**config.mk**
```make
export PLATFORM = sky130hd
export DESIGN_NAME = flash_led_driver_control_regs
export DESIGN_NICKNAME = d
export VERILOG_FILES = /design/src/core/flash_led_driver_control_regs.v
export VERILOG_INCLUDE_DIRS = /design/src /design/src/core
export SDC_FILE = /design/constraint.sdc
export NUM_CORES = 1
export LEC_CHECK = 0
export BUFFER_PORTS_ARGS = -buffer_cell sky130_fd_sc_hd__buf_4
export CORE_MARGIN = 2
export CORE_UTILIZATION = 40
export CTS_CLUSTER_DIAMETER = 30
export DETAILED_ROUTE_END_ITERATION = 6
export SLEW_MARGIN = 20
export SYNTH_ARGS = -nofsm -noshare
export SYNTH_HDL_FRONTEND = slang
export SYNTH_SLANG_ARGS = --single-unit
```
**constraint.sdc**
```tcl
create_clock -name ref_clk -period 4.9 [get_ports ref_clk]
set_clock_uncertainty 0.15 [all_clocks]
set_input_delay 1.225 -clock ref_clk [delete_from_list [all_inputs] [get_ports ref_clk]]
set_output_delay 1.225 -clock ref_clk [all_outputs]
set_load 0.01 [all_outputs]
```
**src/core/flash_led_driver_consts.vh**
```
`ifndef FLASH_LED_DRIVER_CONSTS_VH
`define FLASH_LED_DRIVER_CONSTS_VH

// bus address, seven bits, sent in bits 7..1 of the first byte
`define I2C_SLAVE_ADDR   7'h28
`define BITS_PER_BYTE    4'h8
`define FIRST_DATA_BIT   4'h1

// data byte order within one bus command
`define IDX_MODE         2'h0
`define IDX_FLASH        2'h1
`define IDX_TORCH        2'h2
`define IDX_STATUS       2'h3

// mode_gain_timeout_control fields
`define MODE_FUNC_HI     7
`define MODE_FUNC_LO     6
`define MODE_RETAIN_BIT  5
`define MODE_GAIN_HI     4
`define MODE_GAIN_LO     3
`define MODE_TMO_HI      1
`define MODE_TMO_LO      0
`define FUNC_NONE        2'h0
`define FUNC_HE_TORCH    2'h1
`define FUNC_AG_TORCH    2'h2
`define FUNC_FLASH       2'h3
`define TMO_SEL_0        2'h0
`define TMO_SEL_1        2'h1
`define TMO_SEL_2        2'h2

// channel enable and current code fields
`define EN_HI            7
`define EN_LO            5
`define FCODE_HI         4
`define FCODE_LO         2
`define TCODE_HI         4
`define TCODE_LO         1

// flash_level_and_fault_status fields
`define STAT_VLIM_HI     7
`define STAT_VLIM_LO     5

// writable bits; the rest are dropped on write and read as zero
`define MODE_WMASK       8'hfb
`define FLASH_WMASK      8'hfc
`define TORCH_WMASK      8'hfe

`define REG_RESET        8'h00
`define CH_MASK_3        3'h7
`define CH_MASK_2        3'h6

// flash timeouts in 50 MHz ref_clk cycles: 0.11, 0.22, 0.53 and 1.10 s
`define FLASH_TMO0_CYC   26'h53ec60
`define FLASH_TMO1_CYC   26'ha7d8c0
`define FLASH_TMO2_CYC   26'h1945ba0
`define FLASH_TMO3_CYC   26'h3473bc0
`define TMO_W            26

// scl and sda idle high; their synchronisers reset there so no false edge follows reset
`define SYNC_IDLE_LEVELS 7'h03

`endif

```
**src/core/flash_led_driver_control_regs.v**
```verilog
`timescale 1ns/1ps
`include "flash_led_driver_consts.vh"

module flash_led_driver_control_regs #(
  parameter                CHANNELS = 3,
  parameter [`TMO_W-1:0]   TMO0_CYC = `FLASH_TMO0_CYC,
  parameter [`TMO_W-1:0]   TMO1_CYC = `FLASH_TMO1_CYC,
  parameter [`TMO_W-1:0]   TMO2_CYC = `FLASH_TMO2_CYC,
  parameter [`TMO_W-1:0]   TMO3_CYC = `FLASH_TMO3_CYC
) (
  input  wire              ref_clk,
  input  wire              arst_n,
  input  wire              scl_in,
  input  wire              sda_in,
  output reg               sda_out,
  output reg               sda_oe,
  input  wire              chip_enable_n,
  input  wire              flash_trigger,
  input  wire              vout_over_limit,
  input  wire              input_undervoltage_lockout,
  input  wire              overtemp_fault,
  output reg  [2:0]        led_channel_on,
  output reg  [3:0]        led_current_code,
  output reg  [1:0]        pump_gain,
  output reg  [2:0]        vout_limit_code,
  output reg               flash_active,
  output reg               torch_active,
  output reg               high_eff_torch,
  output reg               standby,
  output reg               shutdown
);

  localparam [6:0] ST_IDLE = 7'h01;
  localparam [6:0] ST_ADDR = 7'h02;
  localparam [6:0] ST_AACK = 7'h04;
  localparam [6:0] ST_WR   = 7'h08;
  localparam [6:0] ST_WACK = 7'h10;
  localparam [6:0] ST_RD   = 7'h20;
  localparam [6:0] ST_RACK = 7'h40;

  localparam [2:0] CH_MASK = (CHANNELS >= 3) ? `CH_MASK_3 : `CH_MASK_2;

  function [7:0] masked;
    input [7:0] data;
    input [7:0] mask;
    begin
      masked = data & mask;
    end
  endfunction

  // every pin input is asynchronous to ref_clk
  wire [6:0] async_in = {overtemp_fault, input_undervoltage_lockout, vout_over_limit,
                         flash_trigger, chip_enable_n, sda_in, scl_in};
  localparam [6:0] SYNC_IDLE = `SYNC_IDLE_LEVELS;
  wire [6:0] sync_out;

  genvar g;
  generate
    for (g = 0; g < 7; g = g + 1) begin : g_sync
      reg meta_reg;
      reg stable_reg;
      always @(posedge ref_clk or negedge arst_n) begin
        if (!arst_n) begin
          meta_reg   <= SYNC_IDLE[g];
          stable_reg <= SYNC_IDLE[g];
        end else begin
          meta_reg   <= async_in[g];
          stable_reg <= meta_reg;
        end
      end
      assign sync_out[g] = stable_reg;
    end
  endgenerate

  wire scl_s  = sync_out[0];
  wire sda_s  = sync_out[1];
  wire en_s   = sync_out[2];
  wire trig_s = sync_out[3];
  wire over_s = sync_out[4];
  wire input_undervoltage_lockout_s = sync_out[5];
  wire temp_s = sync_out[6];

  reg scl_d_reg;
  reg sda_d_reg;
  reg trig_d_reg;

  wire scl_rise = scl_s & ~scl_d_reg;
  wire scl_fall = ~scl_s & scl_d_reg;
  wire bus_start = scl_s & scl_d_reg & sda_d_reg & ~sda_s;
  wire bus_stop  = scl_s & scl_d_reg & ~sda_d_reg & sda_s;
  wire trig_rise = trig_s & ~trig_d_reg;

  reg  [6:0]        state_reg;
  reg  [7:0]        shift_reg;
  reg  [3:0]        bit_cnt_reg;
  reg               rw_reg;
  reg  [1:0]        idx_reg;
  reg               nack_reg;
  reg  [7:0]        mode_reg;
  reg  [7:0]        flash_reg;
  reg  [7:0]        torch_reg;
  reg  [2:0]        vlim_reg;
  reg               flash_on_reg;
  reg  [`TMO_W-1:0] tmo_cnt_reg;

  wire        retain = mode_reg[`MODE_RETAIN_BIT];
  wire [1:0]  func   = mode_reg[`MODE_FUNC_HI:`MODE_FUNC_LO];

  // status bits 4..2 are live fault and limit levels, bits 1..0 are zero
  wire [7:0] status_byte = {vlim_reg, over_s, input_undervoltage_lockout_s, temp_s, 2'h0};

  reg [7:0] rd_byte;
  always @* begin
    case (idx_reg)
      `IDX_MODE:  rd_byte = mode_reg;
      `IDX_FLASH: rd_byte = flash_reg;
      `IDX_TORCH: rd_byte = torch_reg;
      default:    rd_byte = status_byte;
    endcase
  end

  always @(posedge ref_clk or negedge arst_n) begin
    if (!arst_n) begin
      scl_d_reg  <= SYNC_IDLE[0];
      sda_d_reg  <= SYNC_IDLE[1];
      trig_d_reg <= 1'b0;
    end else begin
      scl_d_reg  <= scl_s;
      sda_d_reg  <= sda_s;
      trig_d_reg <= trig_s;
    end
  end

  // bus slave and register file
  always @(posedge ref_clk or negedge arst_n) begin
    if (!arst_n) begin
      state_reg   <= ST_IDLE;
      shift_reg   <= `REG_RESET;
      bit_cnt_reg <= 4'h0;
      rw_reg      <= 1'b0;
      idx_reg     <= `IDX_MODE;
      nack_reg    <= 1'b0;
      sda_out     <= 1'b0;
      sda_oe      <= 1'b0;
      mode_reg    <= `REG_RESET;
      flash_reg   <= `REG_RESET;
      torch_reg   <= `REG_RESET;
      vlim_reg    <= 3'h0;
    end else begin
      sda_out <= 1'b0;
      if (bus_start) begin
        state_reg   <= ST_ADDR;
        bit_cnt_reg <= 4'h0;
        idx_reg     <= `IDX_MODE;
        sda_oe      <= 1'b0;
        if (!retain) begin
          mode_reg  <= `REG_RESET;
          flash_reg <= `REG_RESET;
          torch_reg <= `REG_RESET;
          vlim_reg  <= 3'h0;
        end
      end else if (bus_stop) begin
        state_reg <= ST_IDLE;
        sda_oe    <= 1'b0;
      end else begin
        case (state_reg)
          ST_ADDR: begin
            if (scl_rise) begin
              shift_reg   <= {shift_reg[6:0], sda_s};
              bit_cnt_reg <= bit_cnt_reg + 4'h1;
            end else if (scl_fall && bit_cnt_reg == `BITS_PER_BYTE) begin
              if (shift_reg[7:1] == `I2C_SLAVE_ADDR) begin
                state_reg <= ST_AACK;
                rw_reg    <= shift_reg[0];
                sda_oe    <= 1'b1;
              end else begin
                state_reg <= ST_IDLE;
              end
            end
          end
          ST_AACK: begin
            if (scl_fall) begin
              if (rw_reg) begin
                state_reg   <= ST_RD;
                shift_reg   <= rd_byte;
                sda_oe      <= ~rd_byte[7];
                bit_cnt_reg <= `FIRST_DATA_BIT;
              end else begin
                state_reg   <= ST_WR;
                sda_oe      <= 1'b0;
                bit_cnt_reg <= 4'h0;
              end
            end
          end
          ST_WR: begin
            if (scl_rise) begin
              shift_reg   <= {shift_reg[6:0], sda_s};
              bit_cnt_reg <= bit_cnt_reg + 4'h1;
            end else if (scl_fall && bit_cnt_reg == `BITS_PER_BYTE) begin
              state_reg <= ST_WACK;
              sda_oe    <= 1'b1;
              idx_reg   <= idx_reg + 2'h1;
              case (idx_reg)
                `IDX_MODE:  mode_reg  <= masked(shift_reg, `MODE_WMASK);
                `IDX_FLASH: flash_reg <= masked(shift_reg, `FLASH_WMASK);
                `IDX_TORCH: torch_reg <= masked(shift_reg, `TORCH_WMASK);
                default:    vlim_reg  <= shift_reg[`STAT_VLIM_HI:`STAT_VLIM_LO];
              endcase
            end
          end
          ST_WACK: begin
            if (scl_fall) begin
              state_reg   <= ST_WR;
              sda_oe      <= 1'b0;
              bit_cnt_reg <= 4'h0;
            end
          end
          ST_RD: begin
            if (scl_fall) begin
              if (bit_cnt_reg == `BITS_PER_BYTE) begin
                state_reg <= ST_RACK;
                sda_oe    <= 1'b0;
                idx_reg   <= idx_reg + 2'h1;
              end else begin
                sda_oe      <= ~shift_reg[6];
                shift_reg   <= {shift_reg[6:0], 1'b0};
                bit_cnt_reg <= bit_cnt_reg + 4'h1;
              end
            end
          end
          ST_RACK: begin
            if (scl_rise) begin
              nack_reg <= sda_s;
            end else if (scl_fall) begin
              if (nack_reg) begin
                state_reg <= ST_IDLE;
              end else begin
                state_reg   <= ST_RD;
                shift_reg   <= rd_byte;
                sda_oe      <= ~rd_byte[7];
                bit_cnt_reg <= `FIRST_DATA_BIT;
              end
            end
          end
          default: begin
            state_reg <= ST_IDLE;
            sda_oe    <= 1'b0;
          end
        endcase
      end
      // shutdown wipes the registers unless retention is set; placed last so it wins
      if (!en_s && !retain) begin
        mode_reg  <= `REG_RESET;
        flash_reg <= `REG_RESET;
        torch_reg <= `REG_RESET;
        vlim_reg  <= 3'h0;
      end
    end
  end

  wire flash_mode = (func == `FUNC_FLASH);
  wire torch_mode = (func == `FUNC_HE_TORCH) || (func == `FUNC_AG_TORCH);
  wire [2:0] flash_en = flash_reg[`EN_HI:`EN_LO] & CH_MASK;
  wire [2:0] torch_en = torch_reg[`EN_HI:`EN_LO] & CH_MASK;

  reg [`TMO_W-1:0] tmo_sel;
  always @* begin
    case (mode_reg[`MODE_TMO_HI:`MODE_TMO_LO])
      `TMO_SEL_0: tmo_sel = TMO0_CYC;
      `TMO_SEL_1: tmo_sel = TMO1_CYC;
      `TMO_SEL_2: tmo_sel = TMO2_CYC;
      default:    tmo_sel = TMO3_CYC;
    endcase
  end

  // a flash runs to its timeout; a held trigger does not retrigger it
  always @(posedge ref_clk or negedge arst_n) begin
    if (!arst_n) begin
      flash_on_reg <= 1'b0;
      tmo_cnt_reg  <= {`TMO_W{1'b0}};
    end else if (!en_s || !flash_mode) begin
      flash_on_reg <= 1'b0;
      tmo_cnt_reg  <= {`TMO_W{1'b0}};
    end else if (flash_on_reg) begin
      if (tmo_cnt_reg == {`TMO_W{1'b0}}) begin
        flash_on_reg <= 1'b0;
      end else begin
        tmo_cnt_reg <= tmo_cnt_reg - {{(`TMO_W-1){1'b0}}, 1'b1};
      end
    end else if (trig_rise && flash_en != 3'h0) begin
      flash_on_reg <= 1'b1;
      tmo_cnt_reg  <= tmo_sel - {{(`TMO_W-1){1'b0}}, 1'b1};
    end
  end

  always @(posedge ref_clk or negedge arst_n) begin
    if (!arst_n) begin
      led_channel_on   <= 3'h0;
      led_current_code <= 4'h0;
      pump_gain        <= 2'h0;
      vout_limit_code  <= 3'h0;
      flash_active     <= 1'b0;
      torch_active     <= 1'b0;
      high_eff_torch   <= 1'b0;
      standby          <= 1'b1;
      shutdown         <= 1'b1;
    end else begin
      shutdown        <= ~en_s;
      pump_gain       <= mode_reg[`MODE_GAIN_HI:`MODE_GAIN_LO];
      vout_limit_code <= vlim_reg;
      high_eff_torch  <= (func == `FUNC_HE_TORCH);
      // gated by the mode too, so a mode change never shows flash and torch together
      flash_active    <= en_s & flash_mode & flash_on_reg;
      torch_active    <= en_s & torch_mode & (torch_en != 3'h0);
      // flash register only matters in flash mode
      standby <= flash_mode ? (flash_en == 3'h0) :
                 torch_mode ? (torch_en == 3'h0) : 1'b1;
      if (!en_s) begin
        led_channel_on <= 3'h0;
      end else if (flash_mode) begin
        led_channel_on <= flash_on_reg ? flash_en : 3'h0;
      end else if (torch_mode) begin
        led_channel_on <= torch_en;
      end else begin
        led_channel_on <= 3'h0;
      end
      if (flash_mode) begin
        led_current_code <= {1'b0, flash_reg[`FCODE_HI:`FCODE_LO]};
      end else begin
        led_current_code <= torch_reg[`TCODE_HI:`TCODE_LO];
      end
    end
  end

endmodule // flash_led_driver_control_regs

```
* After elaboration in Yosys (flattened, before gate mapping)
Cells that the tools add are included.
Word-level totals: register bits 112, memories kept 0, output and inout bits 19, latch bits 0, word-level logic and storage cells 266, RAM bits 0, memory bits (read-only) 0
Cells by class: multiply operators 0, add/subtract/negate cells 4, reductions and logical operators 39, shift-type cells 0, bitwise logic cells 23, divide/modulo/power cells 0, equal/unequal tests 52, muxes and demuxes 108, order comparisons 0
Operator list (count):
- 8-bit two-way mux | 31
- 26-bit two-way mux | 4
- 7-bit two-way mux | 12
- 26-bit one-hot mux with 3 select lines | 1
- 26-bit by 1-bit subtractor with 26-bit output (second input constant) | 2
- 4-bit inequality test (second input constant) | 12
- 4-bit two-way mux | 11
- 7-bit one-hot mux with 6 select lines | 1
- 3-bit two-way mux | 13
- 6-bit AND reduction | 6
- 3-bit inequality test (second input constant) | 11
- 8-bit one-hot mux with 4 select lines | 1
- 3-bit nonzero test | 9
- 26-bit zero test | 1
- 8-bit one-hot mux with 3 select lines | 1
- 1-bit two-way mux | 22
- 11-bit AND reduction | 2
- 4-bit one-hot mux with 5 select lines | 1
- 10-bit AND reduction | 2
- 2-bit inequality test (second input constant) | 8
- 7-bit by 6-bit equality test with 1-bit output (second input constant) | 2
- 1-bit bitwise AND | 12
- 2-bit two-way mux | 6
- 6-bit two-way mux | 2
- 28 further kinds | 53

* Longest topological paths before layout
Gate-level depths: netlist (run 1).
depth in word-level cells 9, mapped depth 13, mapped depth without buffers 8

* Worst setup path before layout (run 1)
No wires, ideal clock.
kind reg2reg, start register flash_on_reg, end register tmo_cnt_reg[20], arrival 3.004 ns, required time 4.614 ns, cell stages (with the launch flop) 14, path buffers 6, setup time 0.136 ns, clock period less this slack 3.290 ns, setup slack 1.610 ns, path through dfrtp_1 > buf_2 > buf_1 > buf_1 > clkbuf_1 > clkbuf_1 > nand2_1 > ha_1 > o211ai_2 > or4b_1 > buf_2 > or4_1 > nand3b_1 > a21oi_1
Between the ends: cells in the longest elaborated chain, start to end 2, elaborated cells on any way between the ends 5, those cells by class eq/ne: 1; mux: 2; reduce/logical: 2
Ends and longest elaborated chain:
- start: declaration | line flash_led_driver_control_regs.v:103 | reg flash_on_reg;
- start signal: assignment | line flash_led_driver_control_regs.v:279 | flash_on_reg <= 1'b0;
- start signal: assignment | line flash_led_driver_control_regs.v:282 | flash_on_reg <= 1'b0;
- start signal: assignment | line flash_led_driver_control_regs.v:286 | flash_on_reg <= 1'b0;
- 3-bit inequality test (no line) (tied with other cells)
- 2-bit AND reduction (no line) / 26-bit two-way mux (equally long branches)
- end signal: assignment | line flash_led_driver_control_regs.v:280 | tmo_cnt_reg <= {`TMO_W{1'b0}};
- end signal: assignment | line flash_led_driver_control_regs.v:283 | tmo_cnt_reg <= {`TMO_W{1'b0}};
- end signal: assignment | line flash_led_driver_control_regs.v:288 | tmo_cnt_reg <= tmo_cnt_reg - {{(`TMO_W-1){1'b0}}, 1'b1};
- end: declaration | line flash_led_driver_control_regs.v:104 | reg [`TMO_W-1:0] tmo_cnt_reg;
Several ways; a longest one is shown, not always the timed one. A chain may end at the register's enable or synchronous reset.

* Worst setup path after layout (run 1)
start register mode_reg[0], end register tmo_cnt_reg[20]
Between the ends: cells in the longest elaborated chain, start to end 6, elaborated cells on any way between the ends 8, those cells by class add/sub: 1; eq/ne: 2; mux: 4; reduce/logical: 1
Ends and longest elaborated chain:
- start: declaration | line flash_led_driver_control_regs.v:99 | reg [7:0] mode_reg;
- start signal: assignment | line flash_led_driver_control_regs.v:145 | mode_reg <= `REG_RESET;
- start signal: assignment | line flash_led_driver_control_regs.v:157 | mode_reg <= `REG_RESET;
- start signal: assignment | line flash_led_driver_control_regs.v:204 | `IDX_MODE: mode_reg <= masked(shift_reg, `MODE_WMASK);
- 2-bit equality test (tied with other cells) | line flash_led_driver_control_regs.v:268 | case (mode_reg[`MODE_TMO_HI:`MODE_TMO_LO])
- 26-bit one-hot mux with 3 select lines (*) | line flash_led_driver_control_regs.v:268
- 26-bit by 1-bit subtractor with 26-bit output (*) | line flash_led_driver_control_regs.v:292 | tmo_cnt_reg <= tmo_sel - {{(`TMO_W-1){1'b0}}, 1'b1};
- 26-bit two-way mux (*) | line flash_led_driver_control_regs.v:290 | end else if (trig_rise && flash_en != 3'h0) begin
- 26-bit two-way mux (*) | line flash_led_driver_control_regs.v:284 | end else if (flash_on_reg) begin
- 26-bit two-way mux (*) | line flash_led_driver_control_regs.v:281 | end else if (!en_s || !flash_mode) begin
- end signal: assignment | line flash_led_driver_control_regs.v:280
- end signal: assignment | line flash_led_driver_control_regs.v:283
- end signal: assignment | line flash_led_driver_control_regs.v:292
Every way passes the cells marked *; elsewhere a longest branch is shown, timed or not. The select of a mux whose other input is x is not followed.

==> impl_metrics.env, run 1 <==
export IMPL_numCtsBuffers=9
export IMPL_finalSetupViolations=0
export IMPL_finalSetupTns_ps=0
export IMPL_yosys_top_cells_area="dfrtp_1, mux2_2, dfstp_2"
export IMPL_maxCapViolCount=0
export IMPL_postCtsSetupBuffers=0
export IMPL_yosys_warnings=0
export IMPL_via_per_inst=5.87
export IMPL_wl_um=14700
export IMPL_mostFrequentLayoutCell="dfrtp_1"
export IMPL_clock_path_buffers=2
export IMPL_cp_start_kind="flip-flop"
export IMPL_switchingPower_uw=406
export IMPL_largest_reg_flops=26
export IMPL_drc=0
export IMPL_cts_sinks=108
export IMPL_nNetsFinal=647
export IMPL_grt_pass1_wl_um=24400
export IMPL_internal_power_uw=1290
export IMPL_cts_resized=0
export IMPL_post_route_period_util_pct=67.2
export IMPL_rr_worst_depth=8
export IMPL_drt_first_pass_iters=5
export IMPL_chipWidth_um=126
export IMPL_cpPeakStageDelay_ps=750
export IMPL_mappedNetlistArea_mm2=0.00599
export IMPL_async_reset_ff_share_pct=100
export IMPL_fillCellCount=1354
export IMPL_total_leakage_power_uw=0.00282
export IMPL_pwr_share_comb_pct=3.3
export IMPL_gp_congestion=0.880
export IMPL_slowest_stage="or4b_1"
export IMPL_yosysTopAreaCell="dfrtp_1"
export IMPL_hold_path_class="reg -> reg"
export IMPL_ys_flop_type="dfrtp_1"
export IMPL_hold_violations=0
export IMPL_cts_tree="done"
export IMPL_slew_viol_final=0
export IMPL_r2r_start="mode_reg[0]"
export IMPL_vias=4764
export IMPL_clk_latency_ps=360
export IMPL_yosys_register_bits=108
export IMPL_synth_edf_count=0
export IMPL_cp_cell_sequence="inv_1 -> ha_1 -> and4b_1 -> o211ai_2 -> or4b_1 -> or4_1 -> nand3b_1 -> a21oi_1"
export IMPL_synth_seq_area_share_pct=45.3
export IMPL_ys_types=81
export IMPL_sw_frac_of_total_pct=24.0
export IMPL_dpl_hpwl_um=10300
export IMPL_rrSetupSlack_ps=1610
export IMPL_synth_fp_nets=634
export IMPL_clock_root_buffer="clkbuf_16"
export IMPL_hold_path_depth=0
export IMPL_initial_utilization_pct=41.1
export IMPL_vdd_ir_drop_max_v=0.000195
export IMPL_htreeDepth=3
export IMPL_crit_arrival_ps=3380
export IMPL_drtIter0Drc=284
export IMPL_grt_pass1_vias=4608
export IMPL_worstMarginPinSlew_ps=1180
export IMPL_hold_buffers=0
export IMPL_rows=44
export IMPL_io_pins=28
export IMPL_syn_inst=609
export IMPL_crit_type="reg -> reg"
export IMPL_finalCriticalPeriod_ps=3290
export IMPL_max_freq_mhz=304
export IMPL_grt_max_degree=42
export IMPL_num_antenna_cells=0
export IMPL_startpoint="mode_reg[0]"
export IMPL_path_max_fanout=11
export IMPL_mostFrequentLayoutCells="dfrtp_1, nor2_1, nand2_1, o21ai_0, mux2_2"
export IMPL_die_y_um=126
export IMPL_clock_power_share_pct=43.0
export IMPL_wl_per_cell_um=18.2
export IMPL_path_clk_slew_ps=80
export IMPL_ant_nets=0
export IMPL_critPathCaptureType="flip-flop"
export IMPL_layout_drive_gt1_share_pct=18.8
export IMPL_required_ps=4980
export IMPL_syn2layout_area_growth_pct=10.6
export IMPL_fp_dieArea_mm2=0.0160
export IMPL_power_density_mw_per_mm2=256
export IMPL_min_from="g_sync[3].meta_reg"
export IMPL_grt_usage_pct=18.9
export IMPL_rsz0062_at_grt="no"
export IMPL_core_area_mm2=0.0146
export IMPL_synth_top_area_share_pct=41.3
export IMPL_slew_headroom_pct=20.6
export IMPL_syn_mean_instance_area_um2=9.84
export IMPL_pwr_share_seq_pct=53.7
export IMPL_total_power_uw=1690
export IMPL_outcome="complete, no violations"
export IMPL_port_buffer_count=26
export IMPL_grt_ovfl_total=0
export IMPL_antenna_found_initial=0
==> per-layer routing <==
layer | vias up | global-route usage (%) | share of wire (%)
li1 | 2252 | - | -
met1 | 2371 | 26.3 | 47
met2 | 129 | 30.4 | 48
met3 | 12 | 3.54 | 3.6
met4 | 0 | 5.04 | 0.90
met5 | - | 0 | 0
==> kinds of logic after synthesis <==
kind of cell    after synthesis  synth area share, %
compound gates              150                 17.6
xor+xnor                     12                 1.75
fa+ha+maj                    16                 3.34
buf+inv                      50                 3.45
flops                       108                 45.3
mux                          44                 8.12
other cells                   1               0.0626
simple gates                228                 20.4
==> path summary, 6_finish.rpt <==
path	end
worst max-delay path	tmo_cnt_reg[20]
worst min-delay path	g_sync[3].stable_reg
worst max register to register	tmo_cnt_reg[20]
worst min register to register	g_sync[3].stable_reg
max in group asynchronous	shutdown
min in group asynchronous	flash_active
==> stage by stage <==
step	utilization (%)	setup WS, ps	instance area (um2)	instances	hold WS (ps)
6_report	45.4	1610	6630	811	200
3_3_place_gp	43.4	1780	6330	794	184
3_5_place_dp	43.4	1660	6330	794	185
5_1_grt	45.4	1440	6630	811	213
4_1_cts	45.4	1630	6620	810	201
2_1_floorplan	-	1610	5990	609	181
==> critical path, delay by kind of cell (launching register included) <==
kind | cells | cell delay [ps]
buffers and inverters | 1 | 250
adders and majority gates | 1 | 390
DFF | 1 | 520
and+or+nand+nor | 4 | 1630
AOI/OAI and AO/OA | 2 | 220
==> synth_stat cells (all sizes together) (3+ instances only) <==
master / instances
dfrtp: 99
nor2: 61
nand2: 54
o21ai: 41
mux2: 37
a21oi: 32
nor3: 23
clkbuf: 21
inv: 18
ha: 16
nand3: 13
and2: 11
buf: 11
nor4: 10
a22oi: 9
dfstp: 9
nor2b: 8
a31oi: 7
mux2i: 7
or3: 7
xnor2: 7
nand2b: 6
nor3b: 6
o31ai: 6
a222oi: 5
nand3b: 5
nor4b: 5
o311ai: 5
or4: 5
xor2: 5
o211ai: 4
o32ai: 4
a211oi: 3
a21o: 3
a221oi: 3
a22o: 3
nand4b: 3
o31a: 3
o41ai: 3
or4b: 3
==> cell type report <==
class,count,area [um2],share of cell area [%]
Tap cell,184,230,3.47
Timing Repair Buffer,34,253,3.81
Clock buffer,10,239,3.61
Clock inverter,6,52.6,0.793
Inverter,18,67.6,1.02
Sequential cell,108,2710,40.9
Multi-Input combinational cell,451,3070,46.3
==> power groups by stage <==
stage	sequential (uW)	combinational, uW	clock [uW]
finish	909	55.6	729
global route	911	63.1	781
CTS	909	57.3	744
detailed placement	927	57.0	0
global placement	927	56.1	0
floorplan	922	28.6	0
Note: power is estimated with default switching activity, not from simulation.
==> inputs of run 2 (changes only) <==
==> constraint.sdc (replaced) <==
create_clock -name ref_clk -period 3.2 [get_ports ref_clk]
set_clock_uncertainty 0.15 [all_clocks]
set_input_delay 0.8 -clock ref_clk [delete_from_list [all_inputs] [get_ports ref_clk]]
set_output_delay 0.8 -clock ref_clk [all_outputs]
set_load 0.01 [all_outputs]
==> impl_metrics.env, run 2 (same netlist as run 1, synthesis figures left out) <==
export IMPL_outcome="complete, no violations"
export IMPL_clock_root_buffer="clkbuf_16"
export IMPL_hold_path_class="reg -> reg"
export IMPL_dp_slack_ps=219
export IMPL_min_from="g_sync[4].meta_reg"
export IMPL_grt_ovfl_total=0
export IMPL_num_antenna_cells=0
export IMPL_layout_drive_gt1_share_pct=20.5
export IMPL_fp_dieArea_mm2=0.0160
export IMPL_port_buffer_count=26
export IMPL_hold_violations=0
export IMPL_cpPeakStageDelay_ps=730
export IMPL_chipWidth_um=126
export IMPL_path_clk_slew_ps=70
export IMPL_finalNonFillerCells=824
export IMPL_drtIter0Drc=328
export IMPL_htreeDepth=3
export IMPL_vias=4779
export IMPL_mostFrequentLayoutCells="dfrtp_1, nor2_1, nand2_1, buf_4, o21ai_0"
export IMPL_vdd_ir_drop_max_v=0.000257
export IMPL_io_pins=28
export IMPL_via_per_inst=5.80
export IMPL_total_power_uw=2690
export IMPL_finalSetupTns_ps=0
export IMPL_worstMarginPinSlew_ps=744
export IMPL_wl_per_cell_um=17.6
export IMPL_numCtsBuffers=9
export IMPL_power_density_mw_per_mm2=397
export IMPL_cp_start_kind="flip-flop"
export IMPL_r2r_start="mode_reg[0]"
export IMPL_grt_usage_pct=18.9
export IMPL_critPathCaptureType="flip-flop"
export IMPL_gp_congestion=0.924
export IMPL_hold_buffers=0
export IMPL_clk_latency_ps=350
export IMPL_hold_end="g_sync[4].stable_reg"
export IMPL_total_leakage_power_uw=0.00290
export IMPL_rsz0062_at_grt="no"
export IMPL_rrSetupSlack_ps=200
export IMPL_post_route_period_util_pct=93.9
export IMPL_fin_ws_ps=196
export IMPL_crit_type="reg -> reg"
export IMPL_antenna_found_initial=0
export IMPL_ant_nets=0
export IMPL_hold_path_depth=0
export IMPL_fin_util_pct=46.4
export IMPL_rows=44
export IMPL_slew_viol_final=0
export IMPL_drt_first_pass_iters=5
export IMPL_required_ps=3260
export IMPL_fillCellCount=1380
export IMPL_grt_pass1_vias=4790
export IMPL_core_area_mm2=0.0146
export IMPL_clock_path_buffers=2
export IMPL_max_freq_mhz=333
export IMPL_grt_pass1_wl_um=24500
export IMPL_dpl_cell_count=807
export IMPL_grt_max_degree=74
export IMPL_wl_um=14500
export IMPL_cts_resized=0
export IMPL_slowest_stage="or4b_1"
export IMPL_mostFrequentLayoutCell="dfrtp_1"
export IMPL_critPathBufInv=1
export IMPL_slew_headroom_pct=50.2
export IMPL_postCtsSetupBuffers=0
export IMPL_crit_family="simple AND/OR/NAND/NOR gates"
export IMPL_dpl_hpwl_um=10400
export IMPL_rr_worst_depth=8
export IMPL_finalSetupViolations=0
export IMPL_largest_reg_flops=26
export IMPL_finalCriticalPeriod_ps=3000
export IMPL_reg2reg_to="tmo_cnt_reg[20]"
export IMPL_cts_tree="done"
export IMPL_maxCapViolCount=0
export IMPL_cts_sinks=108
export IMPL_die_y_um=126
export IMPL_syn2layout_area_growth_pct=13.1
export IMPL_nNetsFinal=660
export IMPL_initial_utilization_pct=41.1
export IMPL_cp_cell_sequence="inv_1 -> ha_1 -> and4b_1 -> o211ai_2 -> or4b_1 -> or4_1 -> nand3b_1 -> a21oi_1"
export IMPL_path_max_fanout=9
export IMPL_crit_arrival_ps=3070
export IMPL_drc=0
run 2: cell types whose count changed in the layout (fill, tap and decap cells not counted), sizes merged:
cell,previous run,this run
bufinv,0,2
buf,34,47
inv,22,20
run 2: cell type report:
cell class,count,area [um2],share of cell area [%]
Inverter,18,67.6,0.997
Timing Repair Buffer,47,365,5.39
Clock inverter,6,93.8,1.39
Multi-Input combinational cell,451,3070,45.4
Tap cell,184,230,3.40
Clock buffer,10,229,3.38
Sequential cell,108,2710,40.1
run 2: metal layers:
layer / up-vias / track usage (%) / routed length (um)
met3: 28 / 4.51 / 480
met5: - / 0 / 0
met4: 0 / 7.37 / 317
met1: 2366 / 26.1 / 6960
li1: 2289 / - / -
met2: 96 / 29.0 / 6760
run 2: worst max path at each step:
| stage | startpoint | endpoint | slack (ps) | cells after the start |
|---|---|---|---|---|
| after CTS | mode_reg[0] | tmo_cnt_reg[20] | 200 | 8 |
| after floorplan | flash_on_reg | tmo_cnt_reg[20] | 20 | 13 |
| after global placement | mode_reg[0] | tmo_cnt_reg[20] | 320 | 8 |
| after global routing | mode_reg[1] | tmo_cnt_reg[20] | 6 | 8 |
| final | mode_reg[0] | tmo_cnt_reg[20] | 200 | 8 |
| after detailed placement | mode_reg[0] | tmo_cnt_reg[20] | 220 | 8 |
run 2: stage by stage:
| step | hold slack, ps | area [um2] |
|---|---|---|
| floorplan | 181 | 6000 |
| global placement | 183 | 6440 |
| detailed placement | 185 | 6440 |
| CTS | 202 | 6770 |
| global route | 208 | 6770 |
| finish | 200 | 6770 |
run 2: power breakdown:
group          internal, uW  total (uW)  leakage (uW)  switching (uW)
Clock                   693        1210      0.000154             514
Sequential             1380        1390       0.00145            12.0
Combinational          29.0        87.1       0.00129            58.1
